## src/design/sfr_regs.vh

```
/*
 status and fifo-flush register bank: offsets, bit positions, reset values and timing counts.
 assumes an 8-bit register space reached over a 32-bit classic wishbone slave.
*/
// How it works
// - status bit 6 shows live pattern analyzer lock while pattern checking runs
// - status bit 5 is high while a pattern validation error is present
// - pattern error bit only meaningful while pattern check enable is set
// - status bit 4 shows external oscillator lock
// - oscillator lock bit only meaningful while its detect enable is set
// - status bit 3 is high while loss of signal is present
// - status bit 2 is high while recovery loop is locked
// - status bit 1 is high while multiplier loop is locked
// - status bit 0 is high while the transmit fifo overflows
// - control bit 1 set makes overflow trigger an automatic fifo flush
// - control bit 1 clear: overflow stays until host issues manual flush
// - flush completes 8 to 10 tx clock cycles after manual bit falls
// - while manual flush bit is high the fifo is held in reset
// - latched status bit records overflow changes; irq only when enabled
`ifndef SFR_REGS_VH
`define SFR_REGS_VH
// ==========================================================
// offsets (printed indices, byte address = index * 4)
`define SFR_IDX_STATUS 8'h02
`define SFR_IDX_CTRL 8'h03
`define SFR_IDX_IRQ_STAT 8'h06
`define SFR_IDX_IRQ_MASK 8'h07
// ==========================================================
// fields
`define SFR_ST_PAT_LOCK 6
`define SFR_ST_PAT_ERR 5
`define SFR_ST_OSC_LOCK 4
`define SFR_ST_LOSS 3
`define SFR_ST_CDR_LOCK 2
`define SFR_ST_CMU_LOCK 1
`define SFR_ST_OVF 0
`define SFR_CT_AUTO 1
`define SFR_CT_MANUAL 0
`define SFR_CTRL_RESET 8'h00
`define SFR_CTRL_WMASK 8'h03
`define SFR_LIVE_MASK 8'h7F
// ==========================================================
// flush timing, in tx parallel clock cycles
`define SFR_FLUSH_MIN_CYC 8
`define SFR_FLUSH_CYC 9
`define SFR_FLUSH_MAX_CYC 10
`define SFR_AUTO_HOLD_CYC 2
`endif

```

## src/design/sfr_flush_ctl.v

```verilog
/*
 transmit fifo flush sequencer: holds fifo reset during a manual or automatic flush
 and for a fixed tail after it. assumes tx_tick_i pulses once per tx parallel clock cycle.
*/
`timescale 1ns/1ps
`include "sfr_regs.vh"
module sfr_flush_ctl #(
   parameter TAIL_CYC = `SFR_FLUSH_CYC,
   parameter AUTO_CYC = `SFR_AUTO_HOLD_CYC
) (
   // clock and reset
   input wire clk_i,
   input wire rst_i,
   input wire ce_i,
   // controls
   input wire tx_tick_i,
   input wire manual_i,
   input wire auto_en_i,
   input wire ovf_i,
   // results
   output reg fifo_rst_o,
   output reg done_o
);
   localparam [2:0] ST_IDLE = 3'b001;
   localparam [2:0] ST_HOLD = 3'b010;
   localparam [2:0] ST_TAIL = 3'b100;
   reg [2:0] state_q;
   reg [3:0] cnt_q;
   reg from_auto_q;

   // ==========================================================
   // sequencer
   always @(posedge clk_i) begin
      if (rst_i) begin
         state_q <= ST_IDLE;
         cnt_q <= 4'h0;
         from_auto_q <= 1'b0;
         fifo_rst_o <= 1'b0;
         done_o <= 1'b0;
      end else if (ce_i) begin
         done_o <= 1'b0;
         case (state_q)
            ST_IDLE: begin
               if (manual_i) begin
                  state_q <= ST_HOLD;
                  from_auto_q <= 1'b0;
                  fifo_rst_o <= 1'b1;
               end else if (auto_en_i && ovf_i) begin
                  state_q <= ST_HOLD;
                  from_auto_q <= 1'b1;
                  cnt_q <= AUTO_CYC[3:0];
                  fifo_rst_o <= 1'b1;
               end
            end
            ST_HOLD: begin
               fifo_rst_o <= 1'b1;
               if (from_auto_q) begin
                  if (tx_tick_i) begin
                     if (cnt_q <= 4'h1) begin
                        state_q <= ST_TAIL;
                        cnt_q <= TAIL_CYC[3:0];
                     end else begin
                        cnt_q <= cnt_q - 4'h1;
                     end
                  end
               end else if (!manual_i) begin
                  state_q <= ST_TAIL;
                  cnt_q <= TAIL_CYC[3:0];
               end
            end
            ST_TAIL: begin
               if (manual_i) begin
                  state_q <= ST_HOLD;
                  from_auto_q <= 1'b0;
               end else if (tx_tick_i) begin
                  if (cnt_q <= 4'h1) begin
                     state_q <= ST_IDLE;
                     fifo_rst_o <= 1'b0;
                     done_o <= 1'b1;
                  end else begin
                     cnt_q <= cnt_q - 4'h1;
                  end
               end
            end
            default: begin
               state_q <= ST_IDLE;
               fifo_rst_o <= 1'b0;
            end
         endcase
      end
   end
endmodule // sfr_flush_ctl

```

## src/design/sfr_top.v

```verilog
/*
 status and fifo-flush register bank with classic wishbone slave and overflow interrupt.
 assumes live status inputs may be asynchronous; tx_tick_i marks tx parallel clock cycles.
*/
// Register access over Wishbone was chosen for this implementation.
`timescale 1ns/1ps
`include "sfr_regs.vh"
module sfr_top #(
   parameter TAIL_CYC = `SFR_FLUSH_CYC
) (
   // clock, reset, enable
   input wire clk_i,
   input wire rst_i,
   input wire ce_i,
   // wishbone slave
   input wire wb_cyc_i,
   input wire wb_stb_i,
   input wire wb_we_i,
   input wire [3:0] wb_sel_i,
   input wire [31:0] wb_adr_i,
   input wire [31:0] wb_dat_i,
   output reg [31:0] wb_dat_o,
   output reg wb_ack_o,
   // live status sources
   input wire pattern_lock_flag_i,
   input wire pattern_error_flag_i,
   input wire ext_osc_lock_flag_i,
   input wire signal_loss_flag_i,
   input wire recovery_lock_flag_i,
   input wire multiplier_lock_flag_i,
   input wire overflow_flag_i,
   // qualifying enables from other registers
   input wire pattern_check_enable_i,
   input wire ext_osc_lock_detect_enable_i,
   // fifo side
   input wire tx_tick_i,
   output reg fifo_flush_o,
   output reg flush_done_o,
   // interrupt
   output reg irq_o
);
   reg [6:0] sync1_q;
   reg [6:0] sync2_q;
   reg [7:0] ctrl_q;
   reg overflow_change_status_q;
   reg overflow_irq_enable_q;
   reg ovf_prev_q;
   wire [6:0] live_raw;
   wire fifo_rst;
   wire done;
   wire [7:0] idx;
   wire req;
   wire wr;
   wire [7:0] status_val;

   assign live_raw = {pattern_lock_flag_i, pattern_error_flag_i, ext_osc_lock_flag_i,
      signal_loss_flag_i, recovery_lock_flag_i, multiplier_lock_flag_i, overflow_flag_i};
   assign idx = wb_adr_i[9:2];
   assign req = wb_cyc_i && wb_stb_i && !wb_ack_o;
   assign wr = req && wb_we_i && wb_sel_i[0];

   // ==========================================================
   // status synchronisers
   genvar g;
   generate
      for (g = 0; g < 7; g = g + 1) begin : g_sync
         always @(posedge clk_i) begin
            if (rst_i) begin
               sync1_q[g] <= 1'b0;
               sync2_q[g] <= 1'b0;
            end else if (ce_i) begin
               sync1_q[g] <= live_raw[g];
               sync2_q[g] <= sync1_q[g];
            end
         end
      end
   endgenerate

   // loss, recovery lock, multiplier lock and overflow bits straight through; pattern lock, pattern error and oscillator lock bits qualified by their enables
   assign status_val = {1'b0,
      sync2_q[`SFR_ST_PAT_LOCK] & pattern_check_enable_i,
      sync2_q[`SFR_ST_PAT_ERR] & pattern_check_enable_i,
      sync2_q[`SFR_ST_OSC_LOCK] & ext_osc_lock_detect_enable_i,
      sync2_q[`SFR_ST_LOSS],
      sync2_q[`SFR_ST_CDR_LOCK],
      sync2_q[`SFR_ST_CMU_LOCK],
      sync2_q[`SFR_ST_OVF]};

   // ==========================================================
   // flush sequencer
   sfr_flush_ctl #(
      .TAIL_CYC(TAIL_CYC),
      .AUTO_CYC(`SFR_AUTO_HOLD_CYC)
   ) u_flush (
      .clk_i(clk_i),
      .rst_i(rst_i),
      .ce_i(ce_i),
      .tx_tick_i(tx_tick_i),
      .manual_i(ctrl_q[`SFR_CT_MANUAL]),
      .auto_en_i(ctrl_q[`SFR_CT_AUTO]),
      .ovf_i(sync2_q[`SFR_ST_OVF]),
      .fifo_rst_o(fifo_rst),
      .done_o(done)
   );

   // ==========================================================
   // registers, bus and interrupt
   always @(posedge clk_i) begin
      if (rst_i) begin
         ctrl_q <= `SFR_CTRL_RESET;
         overflow_change_status_q <= 1'b0;
         overflow_irq_enable_q <= 1'b0;
         ovf_prev_q <= 1'b0;
         wb_ack_o <= 1'b0;
         wb_dat_o <= 32'h00000000;
         fifo_flush_o <= 1'b0;
         flush_done_o <= 1'b0;
         irq_o <= 1'b0;
      end else if (ce_i) begin
         wb_ack_o <= req;
         wb_dat_o <= 32'h00000000;
         ovf_prev_q <= sync2_q[`SFR_ST_OVF];
         fifo_flush_o <= fifo_rst;
         flush_done_o <= done;
         if (req && !wb_we_i) begin
            case (idx)
               `SFR_IDX_STATUS: wb_dat_o <= {24'h000000, status_val};
               `SFR_IDX_CTRL: wb_dat_o <= {24'h000000, ctrl_q};
               `SFR_IDX_IRQ_STAT: wb_dat_o <= {31'h00000000, overflow_change_status_q};
               `SFR_IDX_IRQ_MASK: wb_dat_o <= {31'h00000000, overflow_irq_enable_q};
               default: wb_dat_o <= 32'h00000000;
            endcase
         end
         if (wr && idx == `SFR_IDX_CTRL) begin
            ctrl_q <= wb_dat_i[7:0] & `SFR_CTRL_WMASK;
         end
         if (wr && idx == `SFR_IDX_IRQ_MASK) begin
            overflow_irq_enable_q <= wb_dat_i[0];
         end
         // a change in the same cycle as the clear wins
         if (sync2_q[`SFR_ST_OVF] != ovf_prev_q) begin
            overflow_change_status_q <= 1'b1;
         end else if (wr && idx == `SFR_IDX_IRQ_STAT && wb_dat_i[0]) begin
            overflow_change_status_q <= 1'b0;
         end
         irq_o <= overflow_change_status_q & overflow_irq_enable_q;
      end
   end
endmodule // sfr_top

```

## config.mk

```make
export PLATFORM = sky130hd
export DESIGN_NAME = sfr_top
export DESIGN_NICKNAME = d
export VERILOG_FILES = /design/src/design/sfr_flush_ctl.v /design/src/design/sfr_top.v
export VERILOG_INCLUDE_DIRS = /design/src /design/src/design
export SDC_FILE = /design/constraint.sdc
export NUM_CORES = 1
export LEC_CHECK = 0
export BUFFER_PORTS_ARGS = -buffer_cell sky130_fd_sc_hd__buf_2
export CORE_UTILIZATION = 36
export DETAILED_ROUTE_END_ITERATION = 6
export GPL_TIMING_DRIVEN = 0
export PLACE_DENSITY = 0.68
export REMOVE_ABC_BUFFERS = 1
export SLEW_MARGIN = 20
export SYNTH_ARGS = -nofsm -noshare
export SYNTH_HDL_FRONTEND = slang
export SYNTH_SLANG_ARGS = --single-unit
```

## constraint.sdc

```tcl
create_clock -name clk_i -period 4.52 [get_ports clk_i]
set_input_delay 0.904 -clock clk_i [delete_from_list [all_inputs] [get_ports clk_i]]
set_output_delay 0.904 -clock clk_i [all_outputs]
set_load 0.005 [all_outputs]
```

---- Word level (Yosys, flattened, before mapping) ----
Cells that the tools add are included.
storage, ports and cells
  flip-flop bits (word level) ............. 65
  input port bits ......................... 84
  output and inout bits ................... 36
cells by class
  $add $sub $neg .......................... 1
  order comparisons ....................... 1
  eq/ne operators ......................... 21
  multiplexer cells ....................... 37
  bitwise gates (word level) .............. 4
  reduce and logical (&&, ||, !) cells .... 22
operators by type and width
  operator             number
  $mux 4               9
  $pmux 7 s4           1
  $mux 3               9
  $eq 8x2->1 const B   2
  $eq 8x3->1 const B   2
  $mux 1               13
  $pmux 4 s3           1
  $logic_and 1x1->1    10
  $ne 2x2->1 const B   5
  $ne 3x2->1 const B   3
  $ne 3x3->1 const B   3
  $pmux 3 s3           1
  $reduce_and 9->1     1
  $mux 7               1
  $reduce_and 7->1     1
  $reduce_and 2->1     3
  $reduce_and 5->1     1
  $and 1x1->1          4
  $le 4x1->1 const B   1
  $ne 2x1->1 const B   2
  $reduce_and 4->1     1
  $reduce_bool 2->1    2
  $sub 4x1->4 const B  1
  $eq 3x1->1 const B   1
  7 further kinds      8

---- Longest topological paths before layout ----
  word-level depth ........................ 8
  mapped depth ............................ 7
  gate-level depth less buffers ........... 7

---- Cells and area by module ----
A second synthesis with hierarchy kept.
unflattened totals
  cells, all modules ...................... 230
  area total of the unflattened synthesis .. 2,153.3 sq um
by module, submodules not included
  module         instances  cells an instance  area an instance (sq um)  sequential area each (sq um)
  sfr_top        1          139                1,415.1                   600.6
  sfr_flush_ctl  1          91                 738.2                     200.2

---- Worst setup path after synthesis ----
OpenSTA, ideal clock, no wires.
  path kind ............................... input port to flip-flop
  start ................................... in ce_i
  end ..................................... reg ctrl_q[0]
  setup time .............................. 0.128 ns
  data arrival time ....................... 2.119 ns
  slack ................................... 2.273 ns
  stages .................................. 6
  path buffers ............................ 1
  path through ............................ buf_2 and4b_1 nand4_1 or4_1 mux2i_1 nor2_1
between the ends
  word-level cells in the longest chain between the ends .. 1
RTL lines
  what                        line           RTL
  from (decl)                 sfr_top.v:14   input wire ce_i,
  $reduce_and 2->1 (no line)  --
  to (signal assigned)        sfr_top.v:110  ctrl_q <= `SFR_CTRL_RESET;
  to (signal assigned)        sfr_top.v:135  ctrl_q <= wb_dat_i[7:0] & `SFR_CTRL_WMASK;
  to (decl)                   sfr_top.v:44   reg [7:0] ctrl_q;
Every way passes these cells.
A chain may end at the register's enable or synchronous reset.

---- Worst setup path in the final report ----
  start ................................... in ce_i
  end ..................................... reg ctrl_q[1]
The elaborated chain is that of the path after synthesis.

==> flow_summary.ini <==
[status]
status = complete, no violations

[timing]
maxSlewHeadroom = 0.531
setup_viol = 0
tightest_slew_ns = 0.703
min_period_ns = 2.58
clock_skew_ns = 0.00284
fmax_mhz = 387
hold_viol_final = 0
fin_tns_setup_ns = 0
setup_ws_ns = 1.94
layout_worst_path_cycle_share = 0.572
grt_setup_unrepaired = false
finalMaxSlewViolations = 0

[detailed_routing]
wl_um = 4010
drtIter0Drc = 72
drc_errors = 0
dr.pass1.iters = 4
vias = 1656
via_per_inst = 4.84
wire_per_inst_um = 11.7
detail-route-antenna-nets = 0

[placed_design]
place_hpwl_um = 2800
place.gp.congestion = 0.811
numPortBuffers = 37
post_dp_cell_area_mm2 = 0.00221
post-place-ws_ns = 1.62

[die]
core-area_mm2 = 0.00557
die_area_mm2 = 0.00613
die_x_um = 78.3
io_pins = 120
rows = 27
initial_core_util = 0.376
die_h_um = 78.3

[setup_path]
startpoint = ce_i
cp.buffers_inverters = 1
criticalPathCategory = in2reg
critPathArrivalTime_ns = 2.74
r2r-start = u_flush.cnt_q[0]
crit_path_max_incr_delay_ns = 0.54
crit_required_ns = 4.67
critPathLaunchType = input pin
crit_family = simple AND/OR/NAND/NOR gates
end_kind = register
reg2reg_depth = 7
crit_cells = 6
cp_slowest_cell = buf_2
worst-path-max-fanout = 25
cp_cell_sequence = buf_2, and4b_1, nand4_1, or4_1, mux2i_1, nor2_1

[cts]
cts-root-buf = clkbuf_8
clk_path_buf_depth = 2
post_cts_buffers = 0
cts.htree.levels = 2
cts_tree = yes
cts_sinks = 40
hold_buffers = 0
clk_latency_ns = 0.29
cts_buffers = 5
clkTransAtPathRegs_ns = 0.07
cts-resized-gates = 0

[final_layout]
fin_nets = 355
area_delta_synth_final_pct = 11.4
drive_gt1_frac = 0.193
n_antenna_cell = 0
postLayoutCellArea_mm2 = 0.00234

[grt]
grt_use_met2 = 0.234
grt_pass1_vias = 1590
grt_pass1_wl_um = 6840
grt.total_usage = 0.139
grt_max_degree = 40
antenna_found_initial = 0
use_met3 = 0.0395
use_met1 = 0.163
gr-total-overflow = 0
top_usage_layer = met2

[logic_synthesis]
synth_top_cells_by_area = dfxtp_1 38%, mux2i_1 10%, buf_4 9.3%, nor2_1 5.7%, a21oi_1 3.6%
synthesis.area_mm2 = 0.00210
synth_top_cells_by_count = 40 x dfxtp_1, 32 x nor2_1, 26 x buf_4
yosysTopAreaCell = dfxtp_1
synth_seq_area_share = 0.382
yosysTopAreaCellShare = 0.382
ys_ff_latch = 40
async_flop_share = 0
synth_most_common_cell = dfxtp_1
synth_cells = 239
yosysUniqueCellTypes = 46
ys.flop_type = dfxtp_1
syn_avg_cell_area_um2 = 8.77
ys_warn_count = 0
synth_edf_count = 0

[job]
drv_cap = 0

[hold_path]
min_from = wb_dat_o[5]
hold_path_class = reg2reg
hold-path-cell-count = 2

[pwr]
ir_drop_uv = 244
cellPowerDensity_mw_per_mm2 = 311
p_leak_nw = 1.02
==> kinds of logic (layout without fill, tap and decap cells) <==
group	Yosys count	in the layout	share of synthesized area
XOR/XNOR	3	3	0.0125
multiplexers	23	23	0.111
AND/OR/NAND/NOR	83	83	0.206
flip-flops	40	40	0.382
other	1	25	0.00179
buffers and inverters	46	53	0.135
AO/OA/AOI/OAI	41	41	0.140
adder cells (fa/ha/maj)	2	2	0.0119
==> report_power, final <==
part	internal, mW	switching [mW]
sequential	0.359	0.00387
clock	0.195	0.117
combinational	0.0199	0.0307
total	0.574	0.152
==> path summary, 6_finish.rpt <==
check | to | slack, ns
max | ctrl_q[1] | 1.94
min | wb_dat_o[5] | 0.46
max reg2reg | u_flush.cnt_q[2] | 2.42
min reg2reg | wb_dat_o[5] | 0.46
==> layer usage <==
| layer | vias to the layer above | part of all wire |
|---|---|---|
| li1 | 837 | - |
| met1 | 769 | 0.46 |
| met2 | 48 | 0.50 |
| met3 | 2 | 0.037 |
| met4 | 0 | 0.0040 |
| met5 | - | 0 |
==> cell type report <==
class                      instances  area, um^2
tap                               72        90.1
sequential                        40         801
multi-input combinational        177        1100
timing repair buffer              37         185
clock inverter                     1        30.0
inverter                           8        30.0
clock buffer                       7        96.3
fill                             580        3240
==> cells in the final DEF, fill, tap and decap left out, types with 4 or more instances in the layout <==
| cell | n |
|---|---|
| nor4_1 | 4 |
| conb_1 | 25 |
| o31ai_1 | 4 |
| dfxtp_1 | 40 |
| mux2i_1 | 21 |
| nor3_1 | 5 |
| a21oi_1 | 15 |
| inv_1 | 8 |
| o21ai_0 | 6 |
| clkbuf_8 | 7 |
| nand3_1 | 4 |
| nor2_1 | 32 |
| nand2_1 | 10 |
| buf_2 | 37 |
| nor2b_1 | 4 |
==> worst reg2reg max path, delay by kind of cell, from the launching register on <==
kind / cells / cell delay, ns
flops: 1 / 0.41
fa+ha+maj: 1 / 0.23
buf+inv: 1 / 0.08
compound gates: 4 / 0.96
simple gates: 1 / 0.32
==> registers in the layout, summed over array words and instances, names as in the netlist, 2 cells and up <==
name	count
ctrl_q	2
status_val	4
sync1_q	7
sync2_q	3
u_flush.cnt_q	4
u_flush.state_q	3
wb_dat_o	7
==> stage by stage <==
stage	util	instances	power (mW)	hold slack, ns
floorplan	-	225	0.394	0.435
finish	0.419	342	0.725	0.462
detailed placement	0.396	334	0.422	0.455
global route	0.419	342	0.757	0.486
global placement	0.396	334	0.421	0.447
CTS	0.419	342	0.737	0.467
No activity file was read; power rests on OpenSTA's default activity.
